<file path="config.mk">
export PLATFORM = sky130hd
export DESIGN_NAME = sbpc_ctrl
export DESIGN_NICKNAME = d
export VERILOG_FILES = /design/src/inc/sbpc_pkg.sv /design/src/design/sbpc_ctrl.sv
export SDC_FILE = /design/constraint.sdc
export NUM_CORES = 1
export LEC_CHECK = 0
export ABC_AREA = 1
export BUFFER_PORTS_ARGS = -buffer_cell sky130_fd_sc_hd__buf_2
export CAP_MARGIN = 10
export CORE_MARGIN = 8
export CORE_UTILIZATION = 40
export CTS_BUF_LIST = sky130_fd_sc_hd__clkbuf_8
export DETAILED_ROUTE_END_ITERATION = 8
export PLACE_DENSITY = 0.66
export SYNTH_ARGS = -nofsm -noshare
export SYNTH_HDL_FRONTEND = slang
export SYNTH_SLANG_ARGS = --single-unit
</file>
<file path="constraint.sdc">
create_clock -name pclk -period 4.55 [get_ports pclk]
set_clock_uncertainty 0.1 [all_clocks]
set_input_delay 0.91 -clock pclk [delete_from_list [all_inputs] [get_ports pclk]]
set_output_delay 0.91 -clock pclk [all_outputs]
set_load 0.02 [all_outputs]
</file>
<file path="src/inc/sbpc_pkg.sv">
// shared constants and types for the sdram command, burst and power control block
package sbpc_pkg;

  // apb register map (byte addresses)
  localparam logic [7:0] SBPC_CFG_OFS  = 8'h00;
  localparam logic [7:0] SBPC_STAT_OFS = 8'h04;

  // burst length codes in cfg.bl
  localparam logic [2:0] SBPC_BL_1    = 3'h0;
  localparam logic [2:0] SBPC_BL_2    = 3'h1;
  localparam logic [2:0] SBPC_BL_4    = 3'h2;
  localparam logic [2:0] SBPC_BL_8    = 3'h3;
  localparam logic [2:0] SBPC_BL_FULL = 3'h7;

  // column read latency codes in cfg.cl
  localparam logic [1:0] SBPC_CL2 = 2'h2;
  localparam logic [1:0] SBPC_CL3 = 2'h3;

  // address bit that carries precharge_flag_bit
  localparam int unsigned SBPC_PF_BIT = 10;

  // write_recovery_time in clocks after the last write beat
  localparam logic [1:0] SBPC_WR_REC_CYC = 2'h2;

  typedef enum logic [3:0] {
    SBPC_RUN  = 4'h1,
    SBPC_SUSP = 4'h2,
    SBPC_PDN  = 4'h4,
    SBPC_SREF = 4'h8
  } sbpc_mode_t;

  // config register layout: cl at 5:4, bt at 3, bl at 2:0
  typedef struct packed {
    logic [25:0] rsvd;
    logic [1:0]  cl;
    logic        bt;
    logic [2:0]  bl;
  } sbpc_cfg_t;

  // status register layout
  typedef struct packed {
    logic [22:0] rsvd;
    logic        wr_rec;
    logic        b_wr;
    logic        b_act;
    logic [1:0]  bank_open;
    logic [3:0]  mode;
  } sbpc_stat_t;

  // burst length 8, sequential, latency 3
  localparam sbpc_cfg_t SBPC_CFG_RST = '{rsvd: 26'h0, cl: 2'h3, bt: 1'b0, bl: 3'h3};

  typedef struct packed {
    logic        chip_select_n;
    logic        row_strobe_n;
    logic        column_strobe_n;
    logic        write_enable_n;
    logic        clock_enable_in;
    logic        region_select;
    logic [10:0] addr;
  } sbpc_pins_t;

  typedef struct packed {
    logic        valid;
    logic        write;
    logic        bank;
    logic [7:0]  col;
    logic [15:0] wdata;
  } sbpc_arr_t;

  typedef struct packed {
    sbpc_mode_t  mode;
    logic        cke_q;
    logic [1:0]  bank_open;
    logic        b_act;
    logic        b_wr;
    logic        b_ap;
    logic        b_bank;
    logic [7:0]  b_start;
    logic [7:0]  b_beat;
    logic [8:0]  b_left;
    logic [1:0]  wr_ap_cnt;
    logic        wr_ap_bank;
    sbpc_arr_t   arr;
    logic        rd_v;
    logic [15:0] rd_d;
    logic        dq_oe;
    logic [15:0] dq_d;
    sbpc_cfg_t   cfg;
    logic [31:0] prdata;
    logic        pslverr;
  } sbpc_state_t;

  localparam sbpc_state_t SBPC_STATE_RST = '{mode: SBPC_RUN, cfg: SBPC_CFG_RST, arr: '0, default: '0};

endpackage : sbpc_pkg

</file>
<file path="src/design/sbpc_ctrl.sv">
// sdram device-side command decode, burst sequencing, precharge and power modes
//
// Functional notes
// (RQ1) burst-stop command ends a full-page burst, bank stays open
// (RQ2) read cut by burst-stop floats data lines after read latency clocks
// (RQ3) write data after a burst-stop during full-page write is dropped
// (RQ4) sequential order increments column, wrapping in low 1/2/3 bits
// (RQ5) interleaved order xors low start column bits with beat count
// (RQ6) precharge flag bit high on read or write selects auto-precharge
// (RQ7) read auto-precharge starts a latency-dependent number of clocks before burst end
// (RQ8) controller issues no read, write or precharge during auto-precharge bursts
// (RQ9) controller never asks auto-precharge with full-page bursts
// (RQ10) write auto-precharge starts two clocks after the last write beat
// (RQ11) controller waits write recovery plus precharge time before reactivating
// (RQ12) controller keeps active minimum time before internal precharge starts
// (RQ13) precharge command closes one bank or all banks
// (RQ14) controller waits precharge time and reactivates before accessing the bank
// (RQ15) controller enters self-refresh only with all banks idle
// (RQ16) self-refresh ignores all but clock enable, exits when it rises
// (RQ17) controller waits row cycle time after self-refresh exit
// (RQ18) controller should burst auto-refresh around self-refresh
// (RQ19) clock enable low while idle enters power-down, receivers gated
// (RQ20) controller exits power-down with a no-operation then waits
// (RQ21) no-operation and deselect change nothing and keep bursts running
// (RQ22) clock enable low with a bank open suspends one clock later
// (RQ23) flag high closes all banks, low closes only the selected bank
`timescale 1ns/1ps
module sbpc_ctrl (
  input  wire logic                pclk,
  input  wire logic                presetn,
  input  wire logic [7:0]          paddr,
  input  wire logic                psel,
  input  wire logic                penable,
  input  wire logic                pwrite,
  input  wire logic [31:0]         pwdata,
  output logic      [31:0]         prdata,
  output logic                     pready,
  output logic                     pslverr,
  input  wire sbpc_pkg::sbpc_pins_t pins,
  input  wire logic [15:0]         data_lines_in,
  output logic      [15:0]         data_lines_out,
  output logic                     data_lines_oe,
  output sbpc_pkg::sbpc_arr_t      array_req,
  input  wire logic [15:0]         array_rdata
);
  import sbpc_pkg::*;

  sbpc_state_t s_r;
  sbpc_state_t s_nxt;

  function automatic logic [7:0] wrap_mask(input logic [2:0] bl);
    logic [7:0] m;
    case (bl)
      SBPC_BL_1:    m = 8'h00;
      SBPC_BL_2:    m = 8'h01;
      SBPC_BL_4:    m = 8'h03;
      SBPC_BL_8:    m = 8'h07;
      default:      m = 8'hff;
    endcase
    return m;
  endfunction : wrap_mask

  function automatic logic [8:0] burst_len(input logic [2:0] bl);
    logic [8:0] n;
    case (bl)
      SBPC_BL_1: n = 9'h001;
      SBPC_BL_2: n = 9'h002;
      SBPC_BL_4: n = 9'h004;
      SBPC_BL_8: n = 9'h008;
      default:   n = 9'h100;
    endcase
    return n;
  endfunction : burst_len

  // column of a beat; full page always counts sequentially over the whole row
  function automatic logic [7:0] col_of(input logic [7:0] start, input logic [7:0] beat, input sbpc_cfg_t c);
    logic [7:0] m;
    logic [7:0] lo;
    m = wrap_mask(c.bl);
    if (c.bt && c.bl != SBPC_BL_FULL) begin
      lo = start ^ beat; // RQ5
    end else begin
      lo = 8'(start + beat); // RQ4
    end
    return (start & ~m) | (lo & m); // RQ4
  endfunction : col_of

  // command decode and working copies of the burst
  logic       cmd_ok;
  logic       is_act;
  logic       is_pre;
  logic       is_rd;
  logic       is_wr;
  logic       is_bst;
  logic       is_sref;
  logic       busy;
  logic       act;
  logic       wr;
  logic       ap;
  logic       bk;
  logic [7:0] st;
  logic [7:0] bt;
  logic [8:0] lf;
  logic [8:0] lf_after;
  logic [8:0] ap_lead;
  logic       full;
  sbpc_stat_t stat;

  always_comb begin
    s_nxt = s_r;
    s_nxt.cke_q = pins.clock_enable_in;

    stat = '0;
    stat.mode = s_r.mode;
    stat.bank_open = s_r.bank_open;
    stat.b_act = s_r.b_act;
    stat.b_wr = s_r.b_wr;
    stat.wr_rec = (s_r.wr_ap_cnt != 2'h0);

    // apb: read data and error latched in setup, write lands on the access edge
    if (psel && !penable) begin
      s_nxt.pslverr = 1'b0;
      case (paddr)
        SBPC_CFG_OFS:  s_nxt.prdata = s_r.cfg;
        SBPC_STAT_OFS: s_nxt.prdata = stat;
        default: begin
          s_nxt.prdata = 32'h0;
          s_nxt.pslverr = 1'b1;
        end
      endcase
    end
    if (psel && penable && pwrite && paddr == SBPC_CFG_OFS) begin
      s_nxt.cfg = pwdata;
      s_nxt.cfg.rsvd = '0;
    end

    // only chip select low with the strobes counts; nop and deselect fall through
    is_act  = !pins.chip_select_n && !pins.row_strobe_n && pins.column_strobe_n && pins.write_enable_n;
    is_pre  = !pins.chip_select_n && !pins.row_strobe_n && pins.column_strobe_n && !pins.write_enable_n;
    is_rd   = !pins.chip_select_n && pins.row_strobe_n && !pins.column_strobe_n && pins.write_enable_n;
    is_wr   = !pins.chip_select_n && pins.row_strobe_n && !pins.column_strobe_n && !pins.write_enable_n;
    is_bst  = !pins.chip_select_n && pins.row_strobe_n && pins.column_strobe_n && !pins.write_enable_n; // RQ1
    is_sref = !pins.chip_select_n && !pins.row_strobe_n && !pins.column_strobe_n && pins.write_enable_n
              && !pins.clock_enable_in;
    busy = (|s_r.bank_open) || s_r.b_act || (s_r.wr_ap_cnt != 2'h0);
    cmd_ok = (s_r.mode == SBPC_RUN) && s_r.cke_q;

    act = s_r.b_act;
    wr = s_r.b_wr;
    ap = s_r.b_ap;
    bk = s_r.b_bank;
    st = s_r.b_start;
    bt = s_r.b_beat;
    lf = s_r.b_left;
    lf_after = 9'h000;
    full = (s_r.cfg.bl == SBPC_BL_FULL);
    ap_lead = (s_r.cfg.cl == SBPC_CL2) ? 9'h000 : 9'h001;

    // power modes
    case (s_r.mode)
      SBPC_RUN: begin
        if (!pins.clock_enable_in) begin
          if (is_sref && s_r.cke_q && !busy) begin
            s_nxt.mode = SBPC_SREF; // RQ16
          end else if (busy) begin
            s_nxt.mode = SBPC_SUSP; // RQ22
          end else begin
            s_nxt.mode = SBPC_PDN; // RQ19
          end
        end
      end
      SBPC_SUSP: begin
        if (pins.clock_enable_in) begin
          s_nxt.mode = SBPC_RUN; // RQ22
        end
      end
      SBPC_PDN: begin
        if (pins.clock_enable_in) begin
          s_nxt.mode = SBPC_RUN; // RQ19
        end
      end
      SBPC_SREF: begin
        if (pins.clock_enable_in) begin
          s_nxt.mode = SBPC_RUN; // RQ16
        end
      end
      default: s_nxt.mode = SBPC_RUN;
    endcase

    // everything below advances only while running; suspend freezes it whole,
    // including the array request, which the array simply sees repeated
    if (s_r.mode == SBPC_RUN) begin // RQ22
      // read data path: array answers in the same cycle as the request
      s_nxt.rd_v = s_r.arr.valid && !s_r.arr.write;
      s_nxt.rd_d = array_rdata;
      if (s_r.cfg.cl == SBPC_CL2) begin
        s_nxt.dq_oe = s_r.arr.valid && !s_r.arr.write;
        s_nxt.dq_d = array_rdata;
      end else begin
        s_nxt.dq_oe = s_r.rd_v; // RQ2
        s_nxt.dq_d = s_r.rd_d;
      end

      // write recovery before the auto-precharge of a write
      if (s_r.wr_ap_cnt != 2'h0) begin
        s_nxt.wr_ap_cnt = s_r.wr_ap_cnt - 2'h1;
        if (s_r.wr_ap_cnt == 2'h1) begin
          s_nxt.bank_open[s_r.wr_ap_bank] = 1'b0; // RQ10
        end
      end

      if (cmd_ok) begin // RQ21
        if (is_act) begin
          s_nxt.bank_open[pins.region_select] = 1'b1;
        end
        if (is_pre) begin
          if (pins.addr[SBPC_PF_BIT]) begin
            s_nxt.bank_open = 2'b00; // RQ23
            act = 1'b0;
          end else begin
            s_nxt.bank_open[pins.region_select] = 1'b0; // RQ13
            if (bk == pins.region_select) begin
              act = 1'b0;
            end
          end
        end
        if ((is_rd || is_wr) && s_r.bank_open[pins.region_select]) begin
          act = 1'b1;
          wr = is_wr;
          ap = pins.addr[SBPC_PF_BIT] && !full; // RQ6
          bk = pins.region_select;
          st = pins.addr[7:0];
          bt = 8'h00;
          lf = burst_len(s_r.cfg.bl);
        end
        if (is_bst && full) begin
          act = 1'b0; // RQ1
        end
      end

      // issue one beat per clock; a stopped write beat never reaches the array
      s_nxt.arr.valid = 1'b0;
      if (act) begin // RQ3
        s_nxt.arr.valid = 1'b1;
        s_nxt.arr.write = wr;
        s_nxt.arr.bank = bk;
        s_nxt.arr.col = col_of(st, bt, s_r.cfg);
        s_nxt.arr.wdata = data_lines_in;
        lf_after = lf - 9'h001;
        if (ap && wr && lf_after == 9'h000) begin
          s_nxt.wr_ap_cnt = SBPC_WR_REC_CYC; // RQ10
          s_nxt.wr_ap_bank = bk;
          ap = 1'b0;
        end
        if (ap && !wr && lf_after <= ap_lead) begin
          s_nxt.bank_open[bk] = 1'b0; // RQ7
          ap = 1'b0;
        end
        bt = bt + 8'h01;
        if (!full) begin
          lf = lf_after;
          act = (lf_after != 9'h000);
        end
      end
      s_nxt.b_act = act;
      s_nxt.b_wr = wr;
      s_nxt.b_ap = ap;
      s_nxt.b_bank = bk;
      s_nxt.b_start = st;
      s_nxt.b_beat = bt;
      s_nxt.b_left = lf;
    end
  end

  always_ff @(posedge pclk or negedge presetn) begin
    if (!presetn) begin
      s_r <= SBPC_STATE_RST;
    end else begin
      s_r <= s_nxt;
    end
  end

  // zero-wait apb slave
  assign pready = psel && penable;
  assign prdata = s_r.prdata;
  assign pslverr = s_r.pslverr;
  assign data_lines_out = s_r.dq_d;
  assign data_lines_oe = s_r.dq_oe;
  assign array_req = s_r.arr;

endmodule : sbpc_ctrl

</file>
# Yosys cells after proc, flatten, opt, wreduce, memory -nomap -nowiden
# Index checks and enable logic that the tools add are counted.
# op_classes
n_addsub	4
n_mul	0
div	0
n_lt_le_gt_ge	7
eq_ne	15
n_shift	0
mux	74
bitwise	12
n_reduce_logical	56
# op_table
op	n
2-to-1 mux 8 bit	12
2-to-1 mux 9 bit	5
one-hot mux 9 bit (4 select lines)	1
logical AND 1 bit	32
one-hot mux 8 bit (4 select lines)	1
2-to-1 mux 1 bit	30
2-to-1 mux 30 bit	1
2-to-1 mux 2 bit	13
one-hot mux 9 bit (2 select lines)	1
2-to-1 mux 17 bit	1
bitwise AND 8 bit	2
2-to-1 mux 4 bit	3
logical NOT 1 bit	10
less-or-equal comparator 9 x 1 -> 1 bit	1
logical NOT 9 bit	1
nonzero test 9 bit	1
subtractor 9 x 1 -> 9 bit (second input constant)	1
adder 8 x 1 -> 8 bit (second input constant)	1
adder 8 bit	1
== test 8 x 3 -> 1 bit (second input constant)	1
logical NOT 8 bit	1
inverter 8 bit	1
bitwise OR 8 bit	1
one-hot mux 4 bit (2 select lines)	1
29 further kinds	45
# word_totals
reg_bits	139
latchBits	0
ramBits	0
romBits	0
input_bits	94
word_cells	194
mem_count	0

# Longest topological paths before layout
# depth
word_depth	21
mapped_depth	20
depth_no_buf	19

# Least setup slack after synthesis
# No wires, ideal clock.
# synth_timing
path_kind	input to register
startpoint	input port pins[14] (netlist name)
endpoint	register s_r (netlist bit array_req[23])
setup_ps	83
arrival_ps	3340
setup_slack_ps	1028
stages	18
path_cell_list	inv_1 nand3_1 nor2_4 nand2_4 buf_6 clkbuf_8 o21ai_0 inv_1 ha_1 inv_1 o31ai_1 nand4_1 o211ai_1 nand2_1 xor2_1 nand2_1 nand2_1 o21ai_0
# synth_via
elab_chain_cells	14
# synth_lines
item	line_no	text
start, declared	sbpc_ctrl.sv:39	input wire sbpc_pkg::sbpc_pins_t pins,
logical NOT 1 bit	sbpc_ctrl.sv:140, sbpc_ctrl.sv:141	
logical AND 1 bit	sbpc_ctrl.sv:140, sbpc_ctrl.sv:141	
logical AND 1 bit, on equally long branches	sbpc_ctrl.sv:140, sbpc_ctrl.sv:141	
logical OR 1 bit	sbpc_ctrl.sv:227	if ((is_rd || is_wr) && s_r.bank_open[pins.region_select]) begin
logical AND 1 bit	sbpc_ctrl.sv:227	
2-to-1 mux 8 bit	sbpc_ctrl.sv:227	
2-to-1 mux 8 bit	sbpc_ctrl.sv:212	if (cmd_ok) begin
2-to-1 mux 8 bit	sbpc_ctrl.sv:192	if (s_r.mode == SBPC_RUN) begin
adder 8 bit / bitwise XOR 8 bit (equally long branches)	sbpc_ctrl.sv:83, sbpc_ctrl.sv:81	
2-to-1 mux 8 bit	sbpc_ctrl.sv:80	if (c.bt && c.bl != SBPC_BL_FULL) begin
2-to-1 mux 8 bit	sbpc_ctrl.sv:243	if (act) begin
2-to-1 mux 8 bit	sbpc_ctrl.sv:192	
bitwise AND 8 bit	sbpc_ctrl.sv:85	return (start & ~m) | (lo & m);
bitwise OR 8 bit	sbpc_ctrl.sv:85	
end signal, assigned	sbpc_ctrl.sv:279	s_r <= s_nxt;
end, declared	sbpc_ctrl.sv:48	sbpc_state_t s_r;
# Parallel ways exist; a longest one is shown, timed or not. The select of a mux whose other input is x is not followed.
# A chain may end at the register's enable or synchronous reset.

# Final worst setup path
# layout_timing
startpoint	input port pins[11] (netlist name)
endpoint	register s_r (netlist bit array_req[22])
# layout_via
elab_chain_cells	12
# layout_lines
item	line_no
2-to-1 mux 1 bit (not written as such) (2 in a row)	sbpc_ctrl.sv:227
logical AND 1 bit	sbpc_ctrl.sv:227
2-to-1 mux 8 bit	sbpc_ctrl.sv:227
2-to-1 mux 8 bit	sbpc_ctrl.sv:212
2-to-1 mux 8 bit	sbpc_ctrl.sv:192
adder 8 bit / bitwise XOR 8 bit (equally long branches)	sbpc_ctrl.sv:83, sbpc_ctrl.sv:81
2-to-1 mux 8 bit	sbpc_ctrl.sv:80
2-to-1 mux 8 bit	sbpc_ctrl.sv:243
2-to-1 mux 8 bit	sbpc_ctrl.sv:192
bitwise AND 8 bit	sbpc_ctrl.sv:85
bitwise OR 8 bit	sbpc_ctrl.sv:85
# Parallel ways exist; a longest one is shown, timed or not. The select of a mux whose other input is x is not followed.

==> results.py <==
metrics = {
    "status": {
        "status": "complete, no violations",
    },
    "clocking": {
        "htree_num_levels": 4,
        "cts_root_buffer": "clkbuf_8",
        "holdBufCountCts": 0,
        "cts.sinks": 116,
        "clk_latency_ns": 0.45,
        "path_clk_slew_ns": 0.07,
        "ctsLongestPathBuffers": 2,
        "cts_setup_buffers": 0,
        "cts_made_buffers": 17,
        "cts_tree": "done",
        "cts_resized": 0,
    },
    "final_layout": {
        "multi_input_area_sq_um": 2820,
        "final_util": 0.455,
        "layout_common_cells": "257 x nand2_1, 119 x buf_2, 111 x dfrtp_1",
        "fin_nets": 1025,
        "seq_area_sq_um": 2910,
        "diodes": 0,
        "layout_commonest_cell": "nand2_1",
        "syn_to_final_growth_pct": 12.2,
        "fillers": 1631,
        "drive_gt1_frac": 0.224,
    },
    "power_and_ir_drop": {
        "p_leak_nw": 3.98,
        "intPower_w": 0.00278,
        "power.switching_w": 0.00204,
        "switching_share": 0.423,
        "p_seq_frac": 0.333,
        "power_density_nw_per_um2": 647,
        "ir_worst_vdd_v": 0.000236,
        "power.share.clock": 0.236,
        "combPwrFrac": 0.432,
    },
    "timing": {
        "relSlewSlack": 0.480,
        "maxSlewViolCount": 0,
        "fmax_mhz": 299,
        "fin_crit_ns": 3.34,
        "hold_violations": 0,
        "setup_viol": 0,
        "tightest_slew_ns": 0.780,
        "fin_tns_setup_ns": 0,
        "grt_setup_unrepaired": "no",
        "fin_crit_sh": 0.735,
    },
    "setup_path": {
        "r2r_slack_ns": 1.22,
        "cp.arrival_ns": 3.57,
        "critPathMaxFanout": 17,
        "ff2ff_path_depth": 15,
        "end_kind": "flop",
        "crit_path_start": "pins[11]",
        "start_kind": "input port",
        "rr_endpoint": "array_req[22]",
        "worstSetupPathType": "input port to flop",
        "worstReg2RegStart": "s_r[161]",
        "cp.required_ns": 4.78,
    },
    "route": {
        "via_per_inst": 4.64,
        "dr.pass1.iters": 5,
        "antenna_left": 0,
        "drt-total-wl_microns": 15400,
        "drc": 0,
        "vias": 5348,
        "drt_iter0_markers": 348,
        "wl_per_cell_microns": 13.4,
    },
    "logic_synthesis": {
        "synth-seq-area-share": 0.438,
        "synth_edf_count": 0,
        "synth_ff_type": "dfrtp_1",
        "async_flop_share": 1.00,
        "syn_area_per_cell_sq_um": 7.82,
        "postSynthCellCount": 850,
        "ys_seq_elements": 116,
        "syn_area_sq_um": 6650,
        "yosysWarnings": 0,
        "ys_types": 46,
    },
    "worst_hold_path": {
        "holdPathEnd": "array_req[11]",
        "whs_path_depth": 2,
        "hold_path.class": "flop to flop",
        "min-delay-start": "array_req[11]",
    },
    "placement": {
        "gp_congestion": 0.831,
        "portBuffers": 120,
        "hpwl_microns": 11100,
    },
    "floorplanning": {
        "core_area_sq_um": 16400,
        "rows": 47,
        "die_w_microns": 145,
        "start_util": 0.405,
        "die_h_microns": 145,
        "pin_count": 172,
        "dieArea_sq_um": 21000,
    },
    "global_routing": {
        "track_usage": 0.148,
        "grt_pass1_wl_microns": 25600,
        "grt_max_degree": 59,
        "antenna_found_initial": 0,
        "gr-total-overflow": 0,
        "grt_pass1_vias": 5228,
    },
    "flow_run": {
        "cap_violations": 0,
    },
}
power groups by stage:
stage | Combinational (W) | Clock [W] | Sequential (W)
2_1_floorplan | 0.00184 | 0 | 0.00159
3_3_place_gp | 0.00207 | 0 | 0.00161
3_5_place_dp | 0.00210 | 0 | 0.00162
4_1_cts | 0.00211 | 0.00117 | 0.00161
5_1_grt | 0.00237 | 0.00121 | 0.00166
6_report | 0.00208 | 0.00114 | 0.00161
cell families (layout without fill, tap and decap cells):
group / Yosys count / in the layout / synth area share
other: 1 / 23 / 0.000564
adders and majority gates: 12 / 12 / 0.0237
muxes: 8 / 8 / 0.0132
and+or+nand+nor: 389 / 389 / 0.255
xor gates and xnor gates: 9 / 9 / 0.0119
DFF: 116 / 116 / 0.438
buffers and inverters: 186 / 246 / 0.151
AOI/OAI and AO/OA: 129 / 129 / 0.107
cell type report:
class / instances / area share
repair buffers: 127 / 0.0879
clock inverters: 14 / 0.0304
clock buffers: 18 / 0.0332
inverters: 87 / 0.0438
well taps: 220 / 0.0369
multi-input cells: 570 / 0.378
flip-flops and latches: 116 / 0.390
how the worst max path moves through the flow:
stage / cells after the start / to / slack (ns)
after floorplan: 18 / array_req[23] / 1.03
after global placement: 15 / array_req[22] / 0.76
after detailed placement: 15 / array_req[22] / 0.75
after CTS: 15 / array_req[22] / 1.20
after global routing: 17 / array_req[21] / 0.84
final: 15 / array_req[22] / 1.21
Yosys cell counts, types with 2 or more instances:
library cell  instances  area share
a21oi_1              53       0.040
o211ai_1              4      0.0045
nand3_2               3      0.0045
o21ai_0              44       0.033
nor2_1               54       0.030
mux2i_1               2      0.0030
nand2_2              11       0.010
buf_1                 3      0.0017
nor2_2                5      0.0047
xor2_1                8       0.011
buf_2                 4      0.0030
ha_1                 11       0.021
inv_1                81       0.046
nor3_1                7      0.0053
nand2_4               3      0.0051
and2_1                2      0.0019
clkbuf_1             15      0.0085
nand2_1             257        0.15
o31ai_1               7      0.0079
nor2_4                7       0.012
mux2_2                6       0.010
nand4_1               7      0.0066
o21ai_1               8      0.0060
inv_2                 5      0.0028
buf_4                75       0.085
or2_2                 2      0.0019
nand3b_1              4      0.0045
nand3_1              24       0.018
o22ai_1               6      0.0056
dfstp_2               5       0.020
nor4_1                2      0.0019
dfrtp_1             111        0.42
per-stage QoR:
| step | instance area (sq um) | hold slack (ns) | setup WS (ns) | total power (W) | std cells |
|---|---|---|---|---|---|
| after floorplan | 6730 | 0.343 | 1.03 | 0.00342 | 872 |
| after CTS | 7460 | 0.370 | 1.20 | 0.00489 | 1152 |
| after global placement | 6990 | 0.350 | 0.760 | 0.00368 | 1120 |
| after global routing | 7460 | 0.389 | 0.838 | 0.00524 | 1152 |
| after detailed placement | 6990 | 0.353 | 0.754 | 0.00373 | 1120 |
| final | 7460 | 0.366 | 1.21 | 0.00483 | 1152 |
layer usage:
metal,part of all wire,up-vias,track usage
met5,0,-,0
met2,0.47,136,0.236
met1,0.47,2446,0.185
met4,0.014,0,0.0558
met3,0.054,18,0.0445
li1,-,2748,-
worst max-delay path, stage by stage:
cell,delay [ns]
buf_2,0.15
o21ai_0,0.19
nand2_1,0.11
nor2_4,0.37
or2_2,0.18
o21ai_0,0.19
fa_1,0.50
o21ai_0,0.28
a21oi_1,0.10
nor2_1,0.09
o21ai_0,0.09
a21oi_1,0.13
o21ai_0,0.11
o211ai_1,0.09
nand2_1,0.07
state kept, by name, summed over array words and instances (netlist names):
name,cells
array_req,27
data_lines_out,16
s_r,62
prdata,9
pslverr,1
data_lines_oe,1
Power figures use the tool's default switching activity.
